`config.mk`:
```
export PLATFORM = sky130hd
export DESIGN_NAME = xpc_ctrl
export DESIGN_NICKNAME = d
export VERILOG_FILES = /design/src/hdl/xpc_pkg.sv /design/src/hdl/xpc_sync.sv /design/src/hdl/xpc_ctrl.sv
export VERILOG_INCLUDE_DIRS = /design/src /design/src/hdl
export SDC_FILE = /design/constraint.sdc
export NUM_CORES = 1
export LEC_CHECK = 0
export ABC_AREA = 1
export ABC_CLOCK_PERIOD_IN_PS = 1700
export BUFFER_PORTS_ARGS = -buffer_cell sky130_fd_sc_hd__buf_2
export CAP_MARGIN = 20
export CORE_ASPECT_RATIO = 0.8
export CORE_MARGIN = 1.5
export CORE_UTILIZATION = 51
export CTS_CLUSTER_SIZE = 40
export DETAILED_ROUTE_END_ITERATION = 10
export PLACE_DENSITY = 0.76
export SLEW_MARGIN = 10
export SYNTH_ARGS = -nofsm -noshare
export SYNTH_HDL_FRONTEND = slang
export SYNTH_SLANG_ARGS = --single-unit
```
`constraint.sdc`:
```
create_clock -name clk_i -period 1.7 [get_ports clk_i]
set_input_delay 0.34 -clock clk_i [delete_from_list [all_inputs] [get_ports clk_i]]
set_output_delay 0.34 -clock clk_i [all_outputs]
set_load 0.1 [all_outputs]
```
`src/hdl/xpc_consts.svh`:
```
// Timing counts and field positions for the crosspoint controller
`ifndef XPC_CONSTS_SVH
`define XPC_CONSTS_SVH
`define XPC_CLK_NS        10
`define XPC_T_SETUP_NS    15
`define XPC_T_PULSE_NS    10
`define XPC_T_HOLD_NS     5
`define XPC_T_SETTLE_NS   70
`define XPC_CYC_MIN(ns)   (((ns) + `XPC_CLK_NS - 1) / `XPC_CLK_NS)
`define XPC_SETUP_CYC     `XPC_CYC_MIN(`XPC_T_SETUP_NS)
`define XPC_PULSE_CYC     `XPC_CYC_MIN(`XPC_T_PULSE_NS)
`define XPC_HOLD_CYC      `XPC_CYC_MIN(`XPC_T_HOLD_NS)
`define XPC_SETTLE_CYC    `XPC_CYC_MIN(`XPC_T_SETTLE_NS)
`define XPC_CNT_W         4
`define XPC_ENTRY_HIZ     0
`endif

```
`src/hdl/xpc_pkg.sv`:
```
// Types shared by the crosspoint controller
package xpc_pkg;
    typedef logic [2:0] xpc_port_t;
    typedef enum logic [1:0] {
        XPC_OP_LOAD   = 2'h0,
        XPC_OP_APPLY  = 2'h1,
        XPC_OP_PRESET = 2'h2
    } xpc_op_t;
    typedef enum logic [4:0] {
        XPC_IDLE   = 5'h01,
        XPC_SETUP  = 5'h02,
        XPC_PULSE  = 5'h04,
        XPC_HOLD   = 5'h08,
        XPC_SETTLE = 5'h10
    } xpc_state_t;
endpackage

```
`src/hdl/xpc_sync.sv`:
```
// Three-stage synchroniser for one level arriving from outside the clock
`timescale 1ns/100ps
module xpc_sync (
    input  wire logic clk_i,
    input  wire logic nrst_i,
    input  wire logic d_i,
    output logic      q_o
);
    logic s1;
    logic s2;
    logic s3;

    always_ff @(posedge clk_i or negedge nrst_i) begin
        if (!nrst_i) begin
            s1 <= 1'b0;
            s2 <= 1'b0;
            s3 <= 1'b0;
        end else begin
            s1 <= d_i;
            s2 <= s1;
            s3 <= s2;
        end
    end

    // A change counts once the second and third stages agree
    always_ff @(posedge clk_i or negedge nrst_i) begin
        if (!nrst_i) begin
            q_o <= 1'b0;
        end else if (s2 == s3) begin
            q_o <= s3;
        end
    end
endmodule

```
`src/hdl/xpc_ctrl.sv`:
```
// Controller that programs an 8x8 crosspoint through its strobe pins
`timescale 1ns/100ps
`include "xpc_consts.svh"
module xpc_ctrl (
    input  wire logic            clk_i,
    input  wire logic            nrst_i,
    input  wire logic            req_valid_i,
    output logic                 req_ready_o,
    input  wire xpc_pkg::xpc_op_t   req_op_i,
    input  wire xpc_pkg::xpc_port_t req_src_i,
    input  wire xpc_pkg::xpc_port_t req_dst_i,
    input  wire logic            req_hiz_i,
    input  wire logic            dev_sel_req_i,
    input  wire logic            busy_ext_i,
    output logic                 done_o,
    output logic                 busy_o,
    output logic [2:0]           src_sel_o,
    output logic [2:0]           dst_sel_o,
    output logic                 hiz_req_o,
    output logic                 dev_sel_o,
    output logic                 load_strobe_o,
    output logic                 apply_strobe_o,
    output logic                 preset_pulse_o,
    output logic [31:0]          shadow_o
);
    import xpc_pkg::*;

    localparam logic [`XPC_CNT_W-1:0] SETUP_N  = `XPC_CNT_W'(`XPC_SETUP_CYC);
    localparam logic [`XPC_CNT_W-1:0] PULSE_N  = `XPC_CNT_W'(`XPC_PULSE_CYC);
    localparam logic [`XPC_CNT_W-1:0] HOLD_N   = `XPC_CNT_W'(`XPC_HOLD_CYC);
    localparam logic [`XPC_CNT_W-1:0] SETTLE_N = `XPC_CNT_W'(`XPC_SETTLE_CYC);

    xpc_state_t             state;
    xpc_state_t             next_state;
    logic [`XPC_CNT_W-1:0]  cnt;
    logic [`XPC_CNT_W-1:0]  next_cnt;
    xpc_op_t                op;
    logic                   hold_ext;
    logic [3:0]             load_rank [8];

    // ==================================================================
    // External busy level, from another domain
    xpc_sync u_sync (
        .clk_i  (clk_i),
        .nrst_i (nrst_i),
        .d_i    (busy_ext_i),
        .q_o    (hold_ext)
    );

    assign req_ready_o = (state == XPC_IDLE) && !hold_ext;
    assign busy_o      = (state != XPC_IDLE);

    // ==================================================================
    // Sequencer: setup, strobe pulse, hold, then settle for applies and presets
    always_comb begin
        next_state = state;
        next_cnt   = cnt;
        case (state)
            XPC_IDLE: begin
                if (req_valid_i && req_ready_o) begin
                    next_state = XPC_SETUP;
                    next_cnt   = SETUP_N;
                end
            end
            XPC_SETUP: begin
                if (cnt <= `XPC_CNT_W'(1)) begin
                    next_state = XPC_PULSE;
                    next_cnt   = PULSE_N;
                end else begin
                    next_cnt = cnt - `XPC_CNT_W'(1);
                end
            end
            XPC_PULSE: begin
                if (cnt <= `XPC_CNT_W'(1)) begin
                    next_state = XPC_HOLD;
                    next_cnt   = HOLD_N;
                end else begin
                    next_cnt = cnt - `XPC_CNT_W'(1);
                end
            end
            XPC_HOLD: begin
                if (cnt <= `XPC_CNT_W'(1)) begin
                    next_state = (op == XPC_OP_LOAD) ? XPC_IDLE : XPC_SETTLE;
                    next_cnt   = SETTLE_N;
                end else begin
                    next_cnt = cnt - `XPC_CNT_W'(1);
                end
            end
            XPC_SETTLE: begin
                if (cnt <= `XPC_CNT_W'(1)) begin
                    next_state = XPC_IDLE;
                end else begin
                    next_cnt = cnt - `XPC_CNT_W'(1);
                end
            end
            default: begin
                next_state = XPC_IDLE;
                next_cnt   = '0;
            end
        endcase
    end

    always_ff @(posedge clk_i or negedge nrst_i) begin
        if (!nrst_i) begin
            state <= XPC_IDLE;
            cnt   <= '0;
        end else begin
            state <= next_state;
            cnt   <= next_cnt;
        end
    end

    // ==================================================================
    // Pin buses held stable from setup through hold
    always_ff @(posedge clk_i or negedge nrst_i) begin
        if (!nrst_i) begin
            op        <= XPC_OP_LOAD;
            src_sel_o <= 3'h0;
            dst_sel_o <= 3'h0;
            hiz_req_o <= 1'b0;
            dev_sel_o <= 1'b0;
        end else if (state == XPC_IDLE && req_valid_i && req_ready_o) begin
            op        <= req_op_i;
            src_sel_o <= req_src_i;
            dst_sel_o <= req_dst_i;
            hiz_req_o <= req_hiz_i;
            dev_sel_o <= dev_sel_req_i;
        end else if (state == XPC_IDLE) begin
            dev_sel_o <= 1'b0;
        end
    end

    // ==================================================================
    // Strobes, registered, high only during the pulse phase
    always_ff @(posedge clk_i or negedge nrst_i) begin
        if (!nrst_i) begin
            load_strobe_o  <= 1'b0;
            apply_strobe_o <= 1'b0;
            preset_pulse_o <= 1'b0;
        end else begin
            load_strobe_o  <= (next_state == XPC_PULSE)
                              && (op == XPC_OP_LOAD);
            apply_strobe_o <= (next_state == XPC_PULSE)
                              && (op == XPC_OP_APPLY);
            preset_pulse_o <= (next_state == XPC_PULSE)
                              && (op == XPC_OP_PRESET);
        end
    end

    assign done_o = (state != XPC_IDLE) && (next_state == XPC_IDLE);

    // ==================================================================
    // Shadow of what the device's configuration rank should hold
    logic [3:0] cfg_rank [8];
    always_ff @(posedge clk_i or negedge nrst_i) begin
        if (!nrst_i) begin
            for (int i = 0; i < 8; i++) begin
                load_rank[i] <= 4'h0;
                cfg_rank[i]  <= 4'h0;
            end
        end else if (dev_sel_o && preset_pulse_o) begin
            for (int i = 0; i < 8; i++) begin
                load_rank[i] <= {3'h0, hiz_req_o};
                cfg_rank[i]  <= {3'h0, hiz_req_o};
            end
        end else if (dev_sel_o && load_strobe_o) begin
            load_rank[dst_sel_o] <= {src_sel_o, hiz_req_o};
        end else if (dev_sel_o && apply_strobe_o) begin
            for (int i = 0; i < 8; i++) begin
                cfg_rank[i] <= load_rank[i];
            end
        end
    end

    always_comb begin
        for (int i = 0; i < 8; i++) begin
            shadow_o[4*i +: 4] = cfg_rank[i];
        end
    end
endmodule

```
# [Word-level counts from Yosys, hierarchy flattened]
# Cells that the tools add are included.
[totals] ramBits=0 register_bits=90 output_inout_bits=46 input_bits=14 romBits=0 latchBits=0 n_memories=0
[op_classes] muxes=22 n_eq_ne=14 n_reduce_logical=20 n_div=0 n_shift=0 n_mul=0 addsub=1 bitwise=1 n_lt_le_gt_ge=3
[ops] operator="32-bit 2-to-1 mux" n=5
[ops] operator="32-bit bitwise mux" n=1
[ops] operator="5-bit 2-to-1 mux" n=6
[ops] operator="5-bit one-hot mux with 5 select lines" n=1
[ops] operator="4-bit 2-to-1 mux" n=5
[ops] operator="4-bit one-hot mux with 4 select lines" n=1
[ops] operator="4-bit demux with 3-bit select" n=1
[ops] operator="1-bit logical AND" n=12
[ops] operator="5-bit by 1-bit == test with 1-bit output (second input constant)" n=2
[ops] operator="5-bit by 3-bit == test with 1-bit output (second input constant)" n=2
[ops] operator="2-bit nonzero test" n=3
[ops] operator="5-bit by 2-bit == test with 1-bit output (second input constant)" n=1
[ops] operator="5-bit by 4-bit == test with 1-bit output (second input constant)" n=1
[ops] operator="5-bit == test (second input constant)" n=1
[ops] operator="5-bit by 1-bit inequality test with 1-bit output (second input constant)" n=1
[ops] operator="4-bit >= comparator (second input constant)" n=1
[ops] operator="4-bit by 1-bit <= comparator with 1-bit output (second input constant)" n=1
[ops] operator="4-bit by 1-bit < comparator with 1-bit output (second input constant)" n=1
[ops] operator="2-bit inequality test (second input constant)" n=2
[ops] operator="3-bit inverter with 4-bit output" n=1
[ops] operator="2-bit AND reduction" n=2
[ops] operator="4-bit by 1-bit subtractor with 4-bit output (second input constant)" n=1
[ops] operator="2-bit by 1-bit == test with 1-bit output (second input constant)" n=1
[ops] operator="2-bit == test (second input constant)" n=1
[ops] operator="6 further kinds" n=7

# [Logic depth before layout (Yosys ltp)]
# Gate-level depths: netlist of run 1.
[depth] ltp_word=8 ltp_mapped=11

# [Cells and area by module]
# Synthesis of run 1 repeated with hierarchy kept, for this count alone.
[hier_totals] hier_cells=449 area_unflattened_um2=3878.7
[by_module_without_submodules] mod="xpc_ctrl" area_per_inst_um2=3762.4 seq_area_each_um2=2153.3 n_inst=1 cells_each=441
[by_module_without_submodules] mod="xpc_sync" area_per_inst_um2=116.4 seq_area_each_um2=100.1 n_inst=1 cells_each=8

# [Worst setup path after synthesis of run 1]
# OpenSTA, ideal clock, no wires.
[synth_path] path_type="register to output" start="register cnt[0]" end="output port done_o" arrival_time_ps=2487 path_slack_ps=-1127 n_path_buf=0 stages_incl_launch_ff=11 cell_sequence="dfrtp_1 > inv_1 > ha_1 > inv_1 > nand2_1 > nand2_2 > inv_1 > nand3_1 > nand3_1 > nor2_1 > nor2_1"
[synth_via] elab_chain_cells=5
[synth_lines] element="start: declaration" line="xpc_ctrl.sv:35" text="logic [`XPC_CNT_W-1:0] cnt;"
[synth_lines] element="start signal: assignment" line="xpc_ctrl.sv:109" text="cnt <= next_cnt;"
[synth_lines] element="4-bit by 1-bit <= comparator with 1-bit output (*)"
[synth_lines] element="5-bit 2-to-1 mux, on equally long branches"
[synth_lines] element="5-bit one-hot mux with 5 select lines (*)" line="xpc_ctrl.sv:58" text="case (state)"
[synth_lines] element="5-bit by 1-bit == test with 1-bit output (*)" line="xpc_ctrl.sv:150" text="assign done_o = (state != XPC_IDLE) && (next_state == XPC_IDLE);"
[synth_lines] element="1-bit logical AND (*)" line="xpc_ctrl.sv:150"
[synth_lines] element="end: declaration" line="xpc_ctrl.sv:15" text="output logic done_o,"
# Every way passes the cells marked *; elsewhere a longest branch is shown, timed or not.

# [Worst setup path after layout of run 1]
[layout_path] start="register state[0]" end="output port done_o"
[layout_via] elab_chain_cells=7
[layout_lines] element="start: declaration" line="xpc_ctrl.sv:33" text="xpc_state_t state;"
[layout_lines] element="start signal: assignment" line="xpc_ctrl.sv:108" text="state <= next_state;"
[layout_lines] element="5-bit by 1-bit == test with 1-bit output" line="xpc_ctrl.sv:50, xpc_ctrl.sv:58"
[layout_lines] element="1-bit logical AND" line="xpc_ctrl.sv:50" text="assign req_ready_o = (state == XPC_IDLE) && !hold_ext;"
[layout_lines] element="1-bit logical AND" line="xpc_ctrl.sv:60" text="if (req_valid_i && req_ready_o) begin"
[layout_lines] element="5-bit 2-to-1 mux" line="xpc_ctrl.sv:60"
[layout_lines] element="5-bit one-hot mux with 5 select lines" line="xpc_ctrl.sv:58"
[layout_lines] element="5-bit by 1-bit == test with 1-bit output" line="xpc_ctrl.sv:150"
[layout_lines] element="1-bit logical AND (*)" line="xpc_ctrl.sv:150"
# Marks and branches as above.

==> run summary, run 1 <==
Global routing consumed, over all layers together, 25.3% of the routing resources. Cell type with the highest aggregate area in the netlist: dfrtp_1. The clock sink count came out at 90. The type of the worst setup path was reg -> out.

In this run the clock root is driven by a clkbuf_8. The synthesized netlist devotes 8.07% of its cell area to compound gates. Of the total power, the clock network draws 20.3%. After detailed routing, the number of remaining DRC violations is 0.

The post-synthesis adder-cell area fraction works out to 0.896%. The most common cell in the synthesized netlist is nand2_1. Summed over its instances, the top area cell type makes up 57.0% of the synthesized netlist area. The first routing iteration left 218 violations. Summed over all nets, the half-perimeter wirelength after detailed placement is 6620 um.

Combinational logic is responsible for 45.6% of the overall power. The number of instances on the worst hold path is 1, and the final setup slack of the worst path is -0.475 ns. Net switching is 44.9% of the power. The tools report the routed wire length as 9870 um.

The tools report the maximum VDD drop as 1190 uV. The final cell area excluding filler cells was 0.00500 mm2; the cell count after synthesis was 448. The number of synthesized flops with an enable pin works out to 0.

The tools report the count of nets after finishing as 560. The later pin in the worst-skew pair is clocked with a latency of 0.36 ns. The Yosys step of the flow raised 0 warnings.

The post-detailed-route count of antenna-violating nets was 0; the number of buffer cells added on primary ports was 59. The run gives 3333 as the number of global-route vias before repair. The number of max-capacitance violations reported was 0. The cell area that synthesis handed to floorplanning was 0.00391 mm2. The worst setup path is launched from a flip-flop. The share of synthesized cell area in and, or, nand and nor gates works out to 28.4%. For the worst flop-to-flop path, the logic depth is 9. The run gives 52.6% as the starting utilization of the core area. The clock input transition at the sequential cells of the worst setup and hold paths came out at 0.09 ns. The critical path goes through nor2_4, nand3_1, nand2_1, nor2_1, nor2_2, nor2_4, buf_12.

Setup repair after global routing could not meet its margin everywhere. The run finished, with violations left. The floorplan step set the die height to 81.3 um. The final count of pins violating max slew is 0, and the weighted congestion reported at the end of routability-driven placement is 0.808. STA classifies the critical path endpoint as an output port.

Largest fanout of any net on the critical path: 5. The tightest min-delay check is of the in -> reg type. The final number of setup-violating endpoints was 3; the initial antenna violation count was 0.

After floorplanning, the core was sized to cover 0.00743 mm2. The instance area at placement came out at 0.00453 mm2. After Yosys synthesis, XOR and XNOR cells account for 0.224% of the synthesized area. The final reports fail on setup timing. Of the available clock period, the critical path in the final layout requires 128%. Final hold analysis gives a worst-case slack of 0.0756 ns. The clock buffer count from CTS is 9, and the total via count after detailed routing is 3486. The average instance in the mapped netlist occupies 8.72 um2.

The tools report the worst path required time as 1.36 ns. TritonCTS built the clock tree. Of all flip-flops after synthesis, the portion carrying an async set or reset was 100%.

Yosys attributes the largest share of cell area to dfrtp_1 57%, nand2_1 12%, nand3_1 9.6%. The combinational family with the most area after synthesis was simple AND/OR/NAND/NOR gates. Summing the sequential cell areas from Yosys gives 57.7% of the chip area. Signed area change from the synthesized netlist to the final layout: 27.9%. The pre-CTS setup slack was -0.150 ns; the share of total power in sequential cells was 34.1%. The clock skew came out at 0.00863 ns. The synthesized flop and latch total works out to 90. The first global-routing pass estimated 15800 um of wire. The floorplan die width is 101 um. The first detailed-routing pass took 5 iterations. The transition time of the tightest slew-check pin was 0.506 ns; the average wire per standard cell was 15.1 um. The mux cell area share after synthesis is 0%, and the reported net switching power is 3.53 mW. Headroom to the max-slew limit came out at 66.5%. In this run the number of H-tree levels came out at 3. At the worst endpoint, the arrival time is 1.83 ns. Summed over all cells, the static leakage comes to 2.66 nW. The tools report the total congestion overflow after global routing as 0.

Subtracting the final worst setup slack from the clock period gives 2.17 ns. 60 I/O pins were placed. Total power per unit cell area: 1570 mW/mm2. The final hold violation count was 0. The run gives 0 as the number of diodes added for antenna fixing. The commonest cells after synthesis are 127 x nand2_1, 89 x dfrtp_1, 75 x nand3_1. The largest single stage delay on the critical path is 0.62 ns.

By instance count, the cell type seen most on the critical path is nor2_4. For this run, the leading register cell type out of synthesis is dfrtp_1. Dividing the detail-routed via count by the number of cells gives 5.34. Static timing analysis puts the maximum clock frequency at 460 MHz. Synthesis produced a netlist with a net count of 464.

The fraction of layout cells with a size suffix above 1 is 30.1%, and the largest net degree at the start of global routing is 54. The longest clock path from root to sink contains 2 buffers. The die covers 0.00820 mm2. In this run, distinct cell masters in the synthesized netlist total 29. The internal cell power is 4.33 mW. The slowest stage of the critical path belongs to the cell dfstp_2. The logs give 67.3% for the final core utilization and 28 for the number of standard-cell rows in the floorplan.
==> per-stage QoR <==
stage	std cells	setup TNS, ns	power [mW]
finish	653	-0.826	7.86
detailed placement	623	-0.150	5.86
floorplan	448	-6.78	4.92
global route	653	-1.04	8.20
CTS	655	-1.15	7.66
global placement	623	-0.102	5.81
==> area by class of cell <==
class / instances / area, um2
clock buffers: 11 / 141
well taps: 105 / 131
fillers: 620 / 2430
repair buffers: 99 / 676
flip-flops and latches: 90 / 2260
clock inverters: 4 / 76.3
inverters: 29 / 109
multi-input cells: 315 / 1610
==> layout by cell type, fill, tap and decap left out, types with 10 or more instances in the layout <==
cell type / instances
clkbuf_8: 10
nand2_1: 121
o21ai_0: 29
buf_2: 54
nor2_1: 34
a21oi_1: 11
dfrtp_1: 85
nand3_1: 71
buf_4: 36
inv_1: 21
==> power by group through the flow <==
stage | Clock, mW | Sequential [mW] | Combinational (mW)
after floorplan | 0 | 3.62 | 1.30
after global placement | 0 | 2.68 | 3.13
after detailed placement | 0 | 2.70 | 3.17
after CTS | 1.62 | 2.66 | 3.37
after global routing | 1.71 | 2.71 | 3.79
final | 1.59 | 2.68 | 3.59
==> path summary, 6_finish.rpt <==
check                                          from                       end  slack, ns
max in group asynchronous                    nrst_i        state[2]$_DFF_PN0_       0.73
min in group asynchronous                    nrst_i       u_sync.s2$_DFF_PN0_       0.39
worst min register to register  u_sync.s1$_DFF_PN0_       u_sync.s2$_DFF_PN0_       0.36
worst max-delay path             state[0]$_DFF_PN1_                    done_o      -0.47
worst max register to register   state[3]$_DFF_PN0_  src_sel_o[1]$_DFFE_PN0P_       0.07
worst min-delay path                     busy_ext_i       u_sync.s1$_DFF_PN0_       0.08
==> state kept, by name, summed over array words and instances (netlist names) <==
register and flops:
src_sel_o 3, load_rank 32, shadow_o 32, u_sync.s1 1, load_strobe_o 1, op 2
cnt 4, u_sync.s2 1, u_sync.s3 1, state 5, apply_strobe_o 1, dst_sel_o 3
hiz_req_o 1, dev_sel_o 1, preset_pulse_o 1, u_sync.q_o 1
==> critical path: cells and delay by family, from the launching register on <==
family | cells | cell delay (ns)
buffers and inverters | 1 | 0.18
and+or+nand+nor | 6 | 0.68
DFF | 1 | 0.62
==> metal layers <==
metal	part of all wire, %	wire length [um]	GRT usage (%)	up-vias
met2	47	4640	39.7	117
met3	6.5	638	7.83	14
met4	1.1	112	6.90	0
met5	0	0	0	-
li1	-	-	-	1650
met1	45	4470	34.3	1705
==> cell families (layout without fill, tap and decap cells) <==
group	after synthesis	in the layout
xor+xnor	1	1
flops	90	90
buf+inv	44	143
simple gates	256	257
fa+ha+maj	3	3
compound gates	54	54
==> timing repair <==
action / in CTS / in global routing
hold buffers: 1 / 0
resized for setup: 9 / 32
setup buffers: 16 / 2
setup endpoints to repair: 4 / 17
endpoints found under the hold margin: 14 / 0
cloned: 0 / 1
pin swaps: 6 / 11
No activity file was read; power rests on OpenSTA's default activity.
==> run 2: changes to the inputs <==
Settings changed: PLACE_DENSITY 0.76 to 0.73.
==> run 2 against run 1 <==
Final cell count increased by 0.15%; global-route usage is 0.43 points higher; power down 0.29%; combinational power is 1% higher; clock power down 4%; highest routed layer unchanged; critical path depth increased by 1; sequential share of layout area is 0.056 points lower; the flow finishes with violations (hold timing, setup timing).
==> run summary, run 2 (same netlist as run 1, synthesis figures left out) <==
Type of the worst setup path: reg -> out (unchanged). Commonest cells after routing, fill and taps aside: 124 x nand2_1, 85 x dfrtp_1, 70 x nand3_1 (was 121 x nand2_1, 85 x dfrtp_1, 71 x nand3_1). The logs give 1 (was 0) for the final hold violation count and 91 (was 54) for the largest net degree at the start of global routing. The clock input transition at the sequential cells of the worst setup and hold paths was 0.09 ns (about the same).

The cts-stage hold buffer count was 0 (was 1). The tools report the final count of pins violating max slew as 0 (unchanged). The die area is 0.00820 mm2 (unchanged).

The transition time of the tightest slew-check pin was 0.509 ns (was 0.506 ns). For the worst setup slack for register-to-register paths, the log shows -0.04 ns (was 0.07 ns). The worst-skew pair later-pin latency is 0.36 ns (about the same), and the post-detailed-route count of antenna-violating nets is 0 (unchanged). The worst hold path class was in -> async (was in -> reg).

The post-route non-filler standard cell count came out at 654 (was 653). The die outline height was 81.3 um (unchanged); the detailed-router iteration count before antenna repair was 5 (unchanged). The clock sink count was 90 (unchanged); the instance area at placement was 0.00454 mm2 (was 0.00453 mm2). Launching point of the worst reg2reg path: state[0]$_DFF_PN1_ (was state[3]$_DFF_PN0_). The run gives 2 (unchanged) as the number of buffers on the longest clock path.

The weighted congestion reported at the end of routability-driven placement was 0.817 (was 0.808). The run gives -1.18 ns (was -0.826 ns) as the final total negative setup slack. The signed area change from the synthesized netlist to the final layout was 28.1% (was 27.9%). The total via count after detailed routing was 3481 (was 3486). The floorplan die width was 101 um (unchanged); the total congestion overflow after global routing was 0 (unchanged).

Master cell of the clock root buffer: clkbuf_8 (unchanged). Critical path depth in cells: 8 (was 7). The tools report the routed wire length as 9680 um (was 9870 um). The tools report the H-tree depth as 3 (unchanged).

The cell repeated most along the worst path was nor2_4 (unchanged). The count of nets after finishing is 560 (unchanged), and the number of diodes added for antenna fixing is 0 (unchanged). Most common cell after layout, fill and taps aside: nand2_1 (unchanged). Critical path's top delay family: flip-flops (was simple AND/OR/NAND/NOR gates). The run gives 16200 um (was 15800 um) as the wire length of the first global-routing pass. Shortest period the worst path allows: 2.11 ns (was 2.17 ns). The number of placed cells counting well taps is 627 (was 623), and the number of buffer cells added on primary ports is 59 (unchanged). The critical path startpoint is state[0]$_DFF_PN1_ (unchanged). The overall track demand over capacity in global routing came out at 25.7% (was 25.3%). TritonCTS built the clock tree.

Chain of cells forming the critical path: buf_6, nor2_2, nand3_2, nand3_2, nor2_4, nor2_4, nor2_4, buf_12 (was nor2_4, nand3_1, nand2_1, nor2_1, nor2_2, nor2_4, buf_12). The number of violations reported at the end of detailed-routing iteration 0 came out at 300 (was 218). The run finished, with violations left.

Violated checks: hold timing, setup timing (was setup timing). Maximum VDD drop: 986 uV (was 1190 uV). Setup repair after global routing could not meet its margin everywhere. The worst hold margin came out at -0.00235 ns (was 0.0756 ns). The tools report the timing endpoint of the critical path as done_o (unchanged). The kind of end point of the critical path is an output port (unchanged).

The path depth of the worst reg2reg path is 9 (unchanged), and the number of ports placed on the die boundary is 60 (unchanged). The starting utilization of the core area came out at 52.6% (unchanged). Final number of setup-violating endpoints: 10 (was 3). The initial antenna violation count is 0 (unchanged), and the fraction of layout cells with a size suffix above 1 is 30.4% (was 30.1%). The clock skew is 0.00671 ns (was 0.00863 ns). The standard cell core area is 0.00743 mm2 (unchanged), and the largest fanout of any net on the critical path is 5 (unchanged).

Slowest cell on the critical path: dfstp_2 (unchanged). The clock buffer count from CTS is 9 (unchanged), and the maximum clock frequency is 474 MHz (was 460 MHz). The final cell area excluding filler cells was 0.00501 mm2 (was 0.00500 mm2); the data arrival time of the critical path was 1.77 ns (was 1.83 ns). The total power per unit cell area came out at 1570 mW/mm2 (about the same). The average wire per standard cell is 14.8 um (was 15.1 um), and the total buffers and inverters traversed by the critical path is 2 (was 1). The number of global-route vias before repair is 3386 (was 3333). The residual DRC count is 0 (unchanged), and the number of standard-cell rows in the floorplan is 28 (unchanged). Worst path required time: 1.36 ns (about the same).

The run gives 6390 um (was 6620 um) as the HPWL after detailed placement. The maximum cell stage delay along the critical path came out at 0.61 ns (was 0.62 ns). The headroom to the max-slew limit was 66.3% (was 66.5%). Startpoint kind of the worst setup timing path: a flip-flop (unchanged).

The final period utilization came out at 124% (was 128%). The destination of the worst register-to-register timing path was src_sel_o[2]$_DFFE_PN0P_ (was src_sel_o[1]$_DFFE_PN0P_). The leakage component of the power is 2.65 nW (was 2.66 nW), and the number of max-capacitance violations reported is 0 (unchanged). The number of vias per cell after detailed routing was 5.32 (was 5.34); the final setup slack of the worst path was -0.409 ns (was -0.475 ns).
## run 2: through the flow
stage | power, mW | util, % | setup slack [ns]
final | 7.84 | 67.4 | -0.409
after global placement | 5.75 | 61.2 | -0.109
after floorplan | 4.92 | - | -0.504
after global routing | 8.22 | 67.4 | -0.490
after CTS | 7.69 | 66.1 | -0.424
after detailed placement | 5.80 | 61.2 | -0.147
## run 2: power by group
part,switching (mW),internal (mW)
Sequential,0.257,2.42
Clock,0.758,0.764
Combinational,2.53,1.10
## run 2: per-layer routing
metal	global-route usage [%]	part of all wire, %	vias to the layer above
met5	0	0	-
met4	7.32	1.1	0
met3	5.85	5.2	10
met2	40.6	48	97
met1	35.9	45	1713
li1	-	-	1661
## run 2: final cells by class
class                   instances  area (um2)
fillers                       619        2420
repair buffers                100         692
clock inverters                 5        61.3
well taps                     105         131
inverters                      29         109
flip-flops and latches         90        2260
multi-input cells             314        1600
clock buffers                  11         151
## run 2: what timing repair did
action,in CTS,in global routing
resized for setup,27,21
buffers inserted,9,2
pin swaps,10,6
endpoints found under the setup margin,4,16
## run 2: worst min path at each step
stage | from | end | slack [ns]
4_1_cts | nrst_i | shadow_o[9]$_DFFE_PN0P_ | 0.03
2_1_floorplan | nrst_i | apply_strobe_o$_DFF_PN0_ | 0.04
3_3_place_gp | u_sync.s1$_DFF_PN0_ | u_sync.s2$_DFF_PN0_ | 0.33
5_1_grt | nrst_i | shadow_o[9]$_DFFE_PN0P_ | 0.02
3_5_place_dp | u_sync.s1$_DFF_PN0_ | u_sync.s2$_DFF_PN0_ | 0.35
6_report | nrst_i | shadow_o[9]$_DFFE_PN0P_ | -0.002
